[src/hdl/spp_pkg.sv]
// shared constants and types for the six pin port configuration block
// assumes a 32-bit classic wishbone master and one 100 MHz system clock
`default_nettype none

package spp_pkg;

  // geometry of the port
  localparam int unsigned PIN_COUNT = 6;
  localparam int unsigned PWM_PIN   = 4;
  localparam int unsigned ADR_W     = 18;

  // register indices; byte address is four times the index
  localparam logic [15:0] IDX_DATA   = 16'hf218;
  localparam logic [15:0] IDX_DIR    = 16'hf219;
  localparam logic [15:0] IDX_DRV_LO = 16'hf21a;
  localparam logic [15:0] IDX_DRV_HI = 16'hf21b;
  localparam logic [15:0] IDX_FN_LO  = 16'hf21c;
  localparam logic [15:0] IDX_FN_HI  = 16'hf21d;

  // reset values
  localparam logic [7:0] RST_DATA   = 8'h00;
  localparam logic [7:0] RST_DIR    = 8'h00;
  localparam logic [7:0] RST_DRV_LO = 8'h00;
  localparam logic [7:0] RST_DRV_HI = 8'h00;
  localparam logic [7:0] RST_FN_LO  = 8'h00;
  localparam logic [7:0] RST_FN_HI  = 8'h00;

  // direction bit meaning
  localparam logic DIR_OUT = 1'b0;
  localparam logic DIR_IN  = 1'b1;

  // drive selector, output mode reading
  typedef enum logic [1:0] {
    DRV_HIZ  = 2'b00,
    DRV_PCH  = 2'b01,
    DRV_NCH  = 2'b10,
    DRV_CMOS = 2'b11
  } spp_drive_type;

  // drive selector, input mode reading
  localparam logic [1:0] IN_PULL_DOWN = 2'b01;
  localparam logic [1:0] IN_PULL_UP   = 2'b10;

  // function selector
  typedef enum logic [1:0] {
    FN_GPIO = 2'b00,
    FN_ADC  = 2'b01,
    FN_PWM  = 2'b10,
    FN_BAD  = 2'b11
  } spp_func_type;

  // wishbone request from the master
  typedef struct packed {
    logic             cyc;
    logic             stb;
    logic             we;
    logic [ADR_W-1:0] adr;
    logic [3:0]       sel;
    logic [31:0]      dat;
  } spp_wb_req_type;

  // wishbone answer to the master
  typedef struct packed {
    logic        ack;
    logic [31:0] dat;
  } spp_wb_rsp_type;

  // pad controls, one bit per pin
  typedef struct packed {
    logic [PIN_COUNT-1:0] out;
    logic [PIN_COUNT-1:0] oe;
    logic [PIN_COUNT-1:0] pull_up;
    logic [PIN_COUNT-1:0] pull_down;
  } spp_pad_type;

  // whole block state
  typedef struct packed {
    logic [7:0]           data;
    logic [7:0]           dir;
    logic [7:0]           drv_lo;
    logic [7:0]           drv_hi;
    logic [7:0]           fn_lo;
    logic [7:0]           fn_hi;
    logic [PIN_COUNT-1:0] sync1;
    logic [PIN_COUNT-1:0] sync2;
    spp_pad_type          pad;
    logic [PIN_COUNT-1:0] adc_sel;
    logic                 pwm_sel;
    logic                 ack;
    logic [31:0]          rdat;
  } spp_state_type;

  localparam spp_state_type STATE_RESET = '{
    data:    RST_DATA,
    dir:     RST_DIR,
    drv_lo:  RST_DRV_LO,
    drv_hi:  RST_DRV_HI,
    fn_lo:   RST_FN_LO,
    fn_hi:   RST_FN_HI,
    default: '0
  };

endpackage

`default_nettype wire

[src/hdl/spp_port.sv]
// six pin port configuration: direction, drive style, pulls and pin function
// assumes a classic wishbone master on clk_i and pads that resolve oe/out/pulls
//
// Register access over Wishbone is this design's own decision.
`default_nettype none

module spp_port (
  input  wire logic                          clk_i,
  input  wire logic                          rst_i,
  input  wire spp_pkg::spp_wb_req_type       wb_req_i,
  output var  spp_pkg::spp_wb_rsp_type       wb_rsp_o,
  input  wire logic [spp_pkg::PIN_COUNT-1:0] pad_in_i,
  input  wire logic                          pwm_i,
  output var  spp_pkg::spp_pad_type          pad_o,
  output var  logic [spp_pkg::PIN_COUNT-1:0] adc_sel_o,
  output var  logic                          pwm_sel_o
);
  import spp_pkg::*;

  spp_state_type st_q;     // registered state
  spp_state_type st_d;     // next state
  logic [15:0]   idx;      // word index of the request
  logic          req;      // live request this cycle
  logic          wr_now;   // write takes effect this edge
  logic [1:0]    dsel;     // drive selector of one pin
  logic [1:0]    fsel;     // function selector of one pin
  logic          fn_bad;   // forbidden code on one pin
  logic          level;    // level wanted on one pin
  logic [7:0]    rd_data;  // data register as read

  // request decode
  assign idx    = wb_req_i.adr[ADR_W-1:2];
  assign req    = wb_req_i.cyc & wb_req_i.stb;
  assign wr_now = req & st_q.ack & wb_req_i.we;

  // data register view: pins for inputs, stored bits otherwise
  always_comb begin
    rd_data = st_q.data;
    for (int n = 0; n < PIN_COUNT; n++) begin
      if (st_q.dir[n] == DIR_IN) begin
        rd_data[n] = st_q.sync2[n];
      end
    end
  end

  // next state: bus slave, synchroniser and pad decode
  always_comb begin
    st_d = st_q;
    dsel = 2'b00;
    fsel = 2'b00;
    fn_bad = 1'b0;
    level = 1'b0;

    // pins come from the board, two flops before any use
    st_d.sync1 = pad_in_i;
    st_d.sync2 = st_q.sync1;

    // one wait state: ack rises the cycle after the request, drops after
    st_d.ack = req & ~st_q.ack;

    // read data captured as ack is raised; unmapped reads give zero
    if (req & ~st_q.ack) begin
      st_d.rdat = 32'h0000_0000;
      unique case (idx)
        IDX_DATA: begin
          st_d.rdat[7:0] = rd_data;
        end
        IDX_DIR: begin
          st_d.rdat[7:0] = st_q.dir;
        end
        IDX_DRV_LO: begin
          // word view of the pair: low register in lane 0, high in lane 1
          st_d.rdat[15:0] = {st_q.drv_hi, st_q.drv_lo};
        end
        IDX_DRV_HI: begin
          st_d.rdat[7:0] = st_q.drv_hi;
        end
        IDX_FN_LO: begin
          st_d.rdat[15:0] = {st_q.fn_hi, st_q.fn_lo};
        end
        IDX_FN_HI: begin
          st_d.rdat[7:0] = st_q.fn_hi;
        end
        default: begin
          st_d.rdat = 32'h0000_0000;
        end
      endcase
    end

    // writes land at the edge where the master sees ack
    if (wr_now) begin
      unique case (idx)
        IDX_DATA: begin
          if (wb_req_i.sel[0]) begin
            st_d.data = wb_req_i.dat[7:0];
          end
        end
        IDX_DIR: begin
          if (wb_req_i.sel[0]) begin
            st_d.dir = wb_req_i.dat[7:0];
          end
        end
        IDX_DRV_LO: begin
          // byte or halfword; lane 1 reaches the partner register
          if (wb_req_i.sel[0]) begin
            st_d.drv_lo = wb_req_i.dat[7:0];
          end
          if (wb_req_i.sel[1]) begin
            st_d.drv_hi = wb_req_i.dat[15:8];
          end
        end
        IDX_DRV_HI: begin
          if (wb_req_i.sel[0]) begin
            st_d.drv_hi = wb_req_i.dat[7:0];
          end
        end
        IDX_FN_LO: begin
          if (wb_req_i.sel[0]) begin
            st_d.fn_lo = wb_req_i.dat[7:0];
          end
          if (wb_req_i.sel[1]) begin
            st_d.fn_hi = wb_req_i.dat[15:8];
          end
        end
        IDX_FN_HI: begin
          if (wb_req_i.sel[0]) begin
            st_d.fn_hi = wb_req_i.dat[7:0];
          end
        end
        default: begin
          // unmapped write is acknowledged and dropped
          st_d.data = st_q.data;
        end
      endcase
    end

    // per pin decode, registered so the pads never see glitches
    // note: decode uses current registers, so a write shows one cycle later
    for (int n = 0; n < PIN_COUNT; n++) begin
      dsel = {st_q.drv_hi[n], st_q.drv_lo[n]};
      fsel = {st_q.fn_hi[n], st_q.fn_lo[n]};

      // legal codes: 00 on all, 01 on all, 10 only on the pwm pin
      fn_bad = (fsel == FN_BAD) ||
               ((fsel == FN_PWM) && (n != PWM_PIN));

      // converter owns the pin on code 01 for every pin
      st_d.adc_sel[n] = (fsel == FN_ADC);

      // level source: data register, pwm, or forced low when forbidden
      if (fn_bad) begin
        level = 1'b0;
      end else if ((fsel == FN_PWM) && (n == PWM_PIN)) begin
        level = pwm_i;
      end else begin
        level = st_q.data[n];
      end

      // defaults: released, no pulls
      st_d.pad.out[n]       = 1'b0;
      st_d.pad.oe[n]        = 1'b0;
      st_d.pad.pull_up[n]   = 1'b0;
      st_d.pad.pull_down[n] = 1'b0;

      if (st_q.dir[n] == DIR_OUT) begin
        if (fsel != FN_ADC) begin
          // converter function leaves the pad to the converter
          unique case (spp_drive_type'(dsel))
            DRV_HIZ: begin
              st_d.pad.oe[n] = 1'b0;
            end
            DRV_PCH: begin
              // only sources high; a low level floats the pin
              st_d.pad.out[n] = 1'b1;
              st_d.pad.oe[n]  = level;
            end
            DRV_NCH: begin
              // only sinks low; a high level floats the pin
              st_d.pad.out[n] = 1'b0;
              st_d.pad.oe[n]  = ~level;
            end
            DRV_CMOS: begin
              st_d.pad.out[n] = level;
              st_d.pad.oe[n]  = 1'b1;
            end
          endcase
        end
      end else begin
        // input mode: pad never driven, selector picks a pull
        // pulls stay as chosen even under the converter; software must
        // pick plain input there or the pull draws current
        st_d.pad.pull_down[n] = (dsel == IN_PULL_DOWN);
        st_d.pad.pull_up[n]   = (dsel == IN_PULL_UP);
      end
    end

    // pwm routed only on its own pin with its own code
    st_d.pwm_sel = ({st_q.fn_hi[PWM_PIN], st_q.fn_lo[PWM_PIN]} == FN_PWM);
  end

  // state register, synchronous reset to documented values
  always_ff @(posedge clk_i) begin
    if (rst_i) begin
      st_q <= STATE_RESET;
    end else begin
      st_q <= st_d;
    end
  end

  // outputs straight from flops
  assign wb_rsp_o.ack = st_q.ack;
  assign wb_rsp_o.dat = st_q.rdat;
  assign pad_o        = st_q.pad;
  assign adc_sel_o    = st_q.adc_sel;
  assign pwm_sel_o    = st_q.pwm_sel;

endmodule

`default_nettype wire
[config.mk]
export PLATFORM = sky130hd
export DESIGN_NAME = spp_port
export DESIGN_NICKNAME = d
export VERILOG_FILES = /design/src/hdl/spp_pkg.sv /design/src/hdl/spp_port.sv
export SDC_FILE = /design/constraint.sdc
export NUM_CORES = 1
export LEC_CHECK = 0
export BUFFER_PORTS_ARGS = -buffer_cell sky130_fd_sc_hd__buf_4
export CAP_MARGIN = 15
export CORE_MARGIN = 1
export CORE_UTILIZATION = 35
export CTS_CLUSTER_DIAMETER = 150
export DETAILED_ROUTE_END_ITERATION = 6
export PLACE_DENSITY = 0.62
export SYNTH_ARGS = -nofsm -noshare
export SYNTH_HDL_FRONTEND = slang
export SYNTH_SLANG_ARGS = --single-unit
[constraint.sdc]
create_clock -name clk_i -period 2.15 [get_ports clk_i]
set_input_delay 0.215 -clock clk_i [delete_from_list [all_inputs] [get_ports clk_i]]
set_output_delay 0.215 -clock clk_i [all_outputs]
set_load 0.02 [all_outputs]
-- Word level (Yosys, flattened, before mapping)
Index checks and enable logic that the tools add are counted.
- equality and inequality tests: 52
- bitwise logic cells: 23
- muxes and demuxes: 31
- reduce and logical (&&, ||, !) cells: 31
- operators with widths (operator ; count):
    16-bit equality test, second input constant ; 6
    2-bit equality test, second input constant ; 24
    8-bit case mux with 2 select lines ; 3
    8-bit case mux with 6 select lines ; 1
    2-bit by 1-bit equality test with 1-bit output, second input constant ; 12
    1-bit case mux with 4 select lines ; 6
    1-bit inverter ; 19
    3-bit OR reduction ; 6
    8-bit two-way mux ; 2
    1-bit two-way mux ; 13
    2-bit logical NOT ; 6
    2-bit by 1-bit != test with 1-bit output, second input constant ; 6
    1-bit case mux with 2 select lines ; 6
    3-bit AND reduction ; 4
    2-bit OR reduction ; 6
    2-bit != test, second input constant ; 4
    4-bit AND reduction ; 2
    1-bit logical OR ; 5
    1-bit AND ; 4
    2-bit nonzero test ; 2
- word-level logic and storage cells: 173
- bits of input ports: 66
- flip-flop bits (word level): 108

-- Depth between registers and ports, before layout
Gate-level depths: netlist of the first run.
- word-level depth: 5
- depth in mapped cells: 6
- mapped depth without buffers: 4

-- Worst setup path after synthesis of the first run
Ideal clock, no wire load.
- path type: input port to flip-flop
- start point: input port wb_req_i[46] (netlist bit)
- end point: register st_q (netlist bit dsel[1])
- setup time: 0.142 ns
- path buffers: 2
- setup slack: 0.378 ns
- required time: 2.008 ns
- arrival time: 1.630 ns
- stages on the path: 6
- path through: or4b_4 -> buf_6 -> nor4_4 -> buf_6 -> mux2i_1 -> a211oi_1
- longest elaborated chain between the ends: 3
- ends and longest elaborated chain (what ; line ; source):
    start, declared ; spp_port.sv:10 ; input wire spp_pkg::spp_wb_req_type wb_req_i,
    16-bit equality test ; spp_port.sv:92 ; unique case (idx)
    2-bit != test (no line) / 2-bit nonzero test (equally long branches) ; - ;
    4-bit AND reduction (no line) ; - ;
    end signal, assigned ; spp_port.sv:206 ; st_q <= st_d;
    end, declared ; spp_port.sv:20 ; spp_state_type st_q;
Parallel ways exist; a longest one is shown, timed or not.
A chain may end at the register's enable or synchronous reset.

-- Worst setup path in the final report of the first run
- start point: register st_q (netlist bit wb_rsp_o[32])
- end point: register st_q[94] (netlist bit)
- longest elaborated chain between the ends: 3
- ends and longest elaborated chain (what ; line ; source):
    1-bit AND (2 in series) ; spp_port.sv:34 ; assign wr_now = req & st_q.ack & wb_req_i.we;
    4-bit AND reduction (no line) ; - ;
No other way between the ends.

==> results of run 1 <==
metrics by stage:
step / hold slack, ns / area [µm²] / setup WS [ns] / power [W]
after global routing: 0.0572 / 6250 / 0.200 / 0.00419
after floorplan: 0.343 / 5500 / 0.378 / 0.00232
final: 0.0555 / 6250 / 0.301 / 0.00404
after CTS: 0.0505 / 6250 / 0.310 / 0.00407
after detailed placement: 0.428 / 5950 / 0.153 / 0.00243
after global placement: 0.428 / 5950 / 0.202 / 0.00242
where the power goes:
part | switching, W | leakage (nW) | internal [W]
sequential | 0.0000114 | 0.874 | 0.00203
clock | 0.000818 | 0.136 | 0.000840
combinational | 0.000211 | 1.33 | 0.000137
total | 0.00104 | 2.34 | 0.00300
cell type report:
| type | count | area, µm² | area share (%) |
|---|---|---|---|
| multi-input cells | 367 | 2550 | 40.9 |
| flip-flops and latches | 108 | 2160 | 34.6 |
| repair buffers | 123 | 973 | 15.6 |
| clock buffers | 10 | 239 | 3.83 |
| well taps | 188 | 235 | 3.77 |
| clock inverters | 6 | 58.8 | 0.942 |
| inverters | 6 | 22.5 | 0.361 |
state kept, by name, indices dropped and copies added, names as in the netlist:
register and cells:
rd_data 2, fsel 2, pwm_sel_o 1, pad_o 24, wb_rsp_o 17, dsel 2, adc_sel_o 6, st_q 48
st_d 6
Yosys cell counts (all sizes together) (4+ instances only):
master,n,area (µm²)
nand4,28,181
a2111oi,5,43.8
nor2b,28,175
a22oi,4,30.0
o21ai,22,110
nor3,11,66.3
nor2,15,56.3
a31oi,18,113
inv,6,22.5
mux2,9,101
nand3,14,70.1
nor4,14,169
dfxtp,108,2160
a22o,4,35.0
a221oi,10,87.6
o31ai,19,143
nand3b,13,97.6
a211oi,19,143
nor4bb,15,150
nand2,11,41.3
a21oi,41,205
and2,4,25.0
clkbuf,37,190
mux2i,19,190
buf,69,518
logic make-up after synthesis:
family,share of synthesized area (%)
buffers and inverters,14.4
other,0.0689
and+or+nand+nor,22.5
AOI/OAI and AO/OA,18.0
DFF,39.7
muxes,5.36
path summary, 6_finish.rpt:
| check | from | slack (ns) | end |
|---|---|---|---|
| worst min-delay path | pad_in_i[0] | 0.06 | st_d[64] |
| worst max-delay path | wb_rsp_o[32] | 0.30 | st_q[94] |
| worst min register to register | st_d[64] | 0.44 | st_q[64] |
| worst max register to register | wb_rsp_o[32] | 0.30 | st_q[94] |
routing by layer:
metal  vias to the layer above  part of all wire [%]
li1                       2166                     -
met1                      2161                    46
met2                       216                    44
met3                        27                   8.3
met4                         0                   1.7
met5                         -                     0
cell usage in the layout (no fill, tap or decap), drive strengths merged, types with 15 or more instances in the layout:
| master | n |
|---|---|
| nor2 | 15 |
| nor2b | 28 |
| o31ai | 19 |
| a211oi | 19 |
| nor4bb | 15 |
| buf | 123 |
| a21oi | 41 |
| a31oi | 18 |
| conb | 16 |
| o21ai | 22 |
| dfxtp | 108 |
| nand4 | 28 |
| mux2i | 19 |
==> impl_metrics.tcl, run 1 <==
set metrics [dict create \
    post_drt_via_cell_ratio 5.66 \
    core_um2 15200 \
    start_util_pct 35.8 \
    grt_busiest_layer "met2" \
    worst-path-buf-inv 0 \
    place.gp.congestion 0.839 \
    crit_required_ns 2.42 \
    die_x_um 127 \
    max_cap_viol_count 0 \
    grt_pass1_wl_um 23400 \
    rows 45 \
    nFillCells 1490 \
    slew_headroom_pct 53.7 \
    grt_start_max_net_pins 46 \
    antenna_found_initial 0 \
    ios 130 \
    r2r_cells 4 \
    path_clk_slew_ns 0.08 \
    worstPathCellList "and4_1 > and3_1 > a31oi_1 > a211oi_1" \
    rsz0062_at_grt "false" \
    dieHeight_um 127 \
    tightest_slew_ns 0.693 \
    die_area_um2 16100 \
    period_share_pct 86.0 \
    drv_slew 0 \
    grt.met2_usage_pct 29.1 \
    crit_slowest_cell "and3_1" \
    finClkSkew_ns 0.00994 \
    fin_util_pct 41.1 \
    post-dp-hpwl_um 10300 \
    ys_async_sr_fraction_pct 0 \
    drt_first_pass_iters 5 \
    synth_edf_count 0 \
    holdCritPathClass "in2reg" \
    grt_overflow 0 \
    nets 681 \
    drtAntennaViolNets 0 \
    startpoint_type "flop" \
    slowest_delay_ns 0.61 \
    crit_cells 4 \
    use_met1_pct 25.6 \
    clock_sinks 108 \
    yosysUniqueCellTypes 57 \
    hold_buffers 0 \
    outcome "finished clean" \
    critical-path-top-delay-family "simple AND/OR/NAND/NOR gates" \
    cts_buffer_depth 2 \
    cp.arrival_ns 2.12 \
    htree_levels 3 \
    final_cells 808 \
    grtUsageTotal_pct 18.8 \
    cts_resized 0 \
    crit_type "reg2reg" \
    syn_avg_cell_area_um2 9.47 \
    final_hold_viol_count 0 \
    grt_pass1_vias 4284 \
    port_buffers 93 \
    synthesis.area_um2 5440 \
    synth_cells 575 \
    n_antenna_cell 0 \
    routed_wl_um 15100 \
    drive_gt1_share_pct 26.1 \
    synth-main-ff-cell "dfxtp_1" \
    numCtsBuffers 9 \
    postCtsSetupBuffers 0 \
    crit_fanout 16 \
    insertion_delay_ns 0.36 \
    synthToLayoutAreaGrowth_pct 14.7 \
    ir_drop_mv 0.384 \
    wl_per_cell_um 18.7 \
    use_met3_pct 4.39 \
    synth_seq_cells 108 \
    min_path_cells 2 \
    leakage_nw 2.34 \
    placedCellCount 792 \
    fmax_ghz 0.541 \
    clock-root-buffer "clkbuf_16" \
    cts_tree "built" \
    yosysSeqAreaShare_pct 39.7 \
    dr_total_vias 4570 \
    powerDensity_nw_per_um2 648 \
    finalSetupTns_ns 0 \
    drt_iter0_drc 584 \
    ys_warn_count 0 \
    drc 0 \
    finalSetupViolations 0 \
    cp-end-kind "flop" \
    min_period_ns 1.85 \
]
Power figures use the tool's default switching activity.
==> run 2: changes to the inputs <==
Settings changed: PLACE_DENSITY 0.62 to 0.64.
Clock period 2.15 ns to 1.5 ns, I/O delays scaled along.
==> impl_metrics.tcl, run 2 (synthesized netlist as in run 1, its figures left out) <==
set metrics [dict create \
    outcome "complete, but fails checks" \
    violations "negative setup slack" \
    finalSetupViolations 9 \
    antenna_found_initial 0 \
    power_w 0.00574 \
    period_share_pct 104 \
    hold_path_end "st_d[65]" \
    drtAntennaViolNets 0 \
    grt_overflow 0 \
    largest_register_ffs 48 \
    r2r-end "dsel[1]" \
    mostFrequentLayoutCell "buf_4" \
    r2r_slack_ns 0.03 \
    cp.arrival_ns 1.82 \
    rsz0062_at_grt "true" \
    drt_iter0_drc 401 \
    place.gp.congestion 0.865 \
    design_area_um2 6980 \
    min_path_cells 2 \
    rows 45 \
    mostFrequentLayoutCells "buf_4, dfxtp_1, a21oi_1" \
    post_drt_via_cell_ratio 5.70 \
    grtUsageTotal_pct 19.1 \
    cp-end-kind "flop" \
    grt_start_max_net_pins 35 \
    leakage_nw 2.70 \
    core_um2 15200 \
    min_period_ns 1.55 \
    finClkSkew_ns 0.00855 \
    final_cells 868 \
    startpoint_type "primary input" \
    hp-start "pad_in_i[1]" \
    clock-root-buffer "clkbuf_16" \
    r2r_start "wb_rsp_o[32]" \
    max_cap_viol_count 0 \
    drive_gt1_share_pct 35.0 \
    dieHeight_um 127 \
    cts_buffer_depth 2 \
    fin_ws_ns -0.0540 \
    crit_fanout 6 \
    ir_drop_mv 0.472 \
    regMostFlops "st_q" \
    dr_total_vias 4951 \
    finalSetupTns_ns -0.156 \
    clock_sinks 108 \
    final_hold_viol_count 0 \
    cts_tree "built" \
    routed_wl_um 16100 \
    ios 130 \
    grt_pass1_wl_um 23700 \
    wl_per_cell_um 18.6 \
    start_util_pct 35.8 \
    nets 741 \
    crit_type "in2reg" \
    die_area_um2 16100 \
    drc 0 \
    die_x_um 127 \
    fmax_ghz 0.643 \
    hold_slack_ns 0.00831 \
    synthToLayoutAreaGrowth_pct 28.2 \
    n_antenna_cell 0 \
    numCtsBuffers 9 \
    grt_pass1_vias 4496 \
    powerDensity_nw_per_um2 823 \
    insertion_delay_ns 0.36 \
    port_buffers 93 \
    holdCritPathClass "in2reg" \
    path_clk_slew_ns 0.07 \
    drv_slew 0 \
    placedCellCount 838 \
    post-dp-hpwl_um 11200 \
    drt_first_pass_iters 7 \
    htree_levels 3 \
    nFillCells 1480 \
    crit_required_ns 1.76 \
    r2r_cells 5 \
    placed_cell_area_um2 6390 \
]
## run 2: cell types whose count changed in the layout (fill, tap and decap cells not counted), moves of 3 or more
| cell | delta |
|---|---|
| buf_4 | +39 |
| buf_12 | +8 |
| buf_6 | +8 |
| a21oi_1 | -5 |
| a21oi_2 | +5 |
| o31ai_1 | -4 |
| clkbuf_1 | +3 |
| clkbuf_16 | +3 |
| o31ai_2 | +3 |
## run 2: final cells by class
type | instances | area, µm² | share of cell area (%)
timing repair buffer | 183 | 1610 | 23.0
clock inverter | 3 | 21.3 | 0.305
inverter | 6 | 22.5 | 0.323
multi-input combinational | 367 | 2680 | 38.4
tap | 188 | 235 | 3.37
sequential | 108 | 2160 | 31.0
clock buffer | 13 | 250 | 3.59
## run 2: per-stage QoR
stage               util [%]  setup WS, ns
floorplan                  -        -0.193
global placement        42.0        -0.375
detailed placement      42.0        -0.390
CTS                     44.1      -0.00124
global route            45.9        -0.129
finish                  45.9       -0.0540
## run 2: where the power goes
part	total, W	internal (W)	switching, W
registers	0.00292	0.00290	0.0000201
clock network	0.00223	0.00118	0.00105
logic	0.000587	0.000262	0.000325
total	0.00574	0.00434	0.00140
## run 2: what timing repair did
item	in CTS	in global routing
resized for setup	6	25
setup buffers	1	9
pin swaps	5	27
endpoints found under the setup margin	4	36
endpoints found under the hold margin	1	0
cloned	0	3
hold buffers	1	0
## run 2: how the worst max path moves through the flow
stage                     depth (start not counted)         start     endpoint
final                                             8  wb_req_i[44]      dsel[1]
after global routing                              8  wb_req_i[44]  wb_rsp_o[7]
after CTS                                         7  wb_req_i[48]    st_q[118]
after detailed placement                          7  wb_req_i[44]      dsel[1]
after global placement                            6  wb_req_i[44]  wb_rsp_o[7]
after floorplan                                   6  wb_req_i[44]      dsel[1]
## run 2: worst max-delay path: stages
cell,delay [ns]
buf_6,0.09
or4b_4,0.52
buf_6,0.15
nor4_4,0.21
buf_4,0.20
buf_12,0.13
mux2i_1,0.08
a211oi_1,0.27
## run 2: metal layers
layer  share of wire (%)  GRT usage [%]  up-vias
met1                  41           23.4     2402
met2                  49           32.2      220
met5                   0              0        -
met4                 3.5           9.38        0
met3                 5.8           3.37       33
li1                    -              -     2296
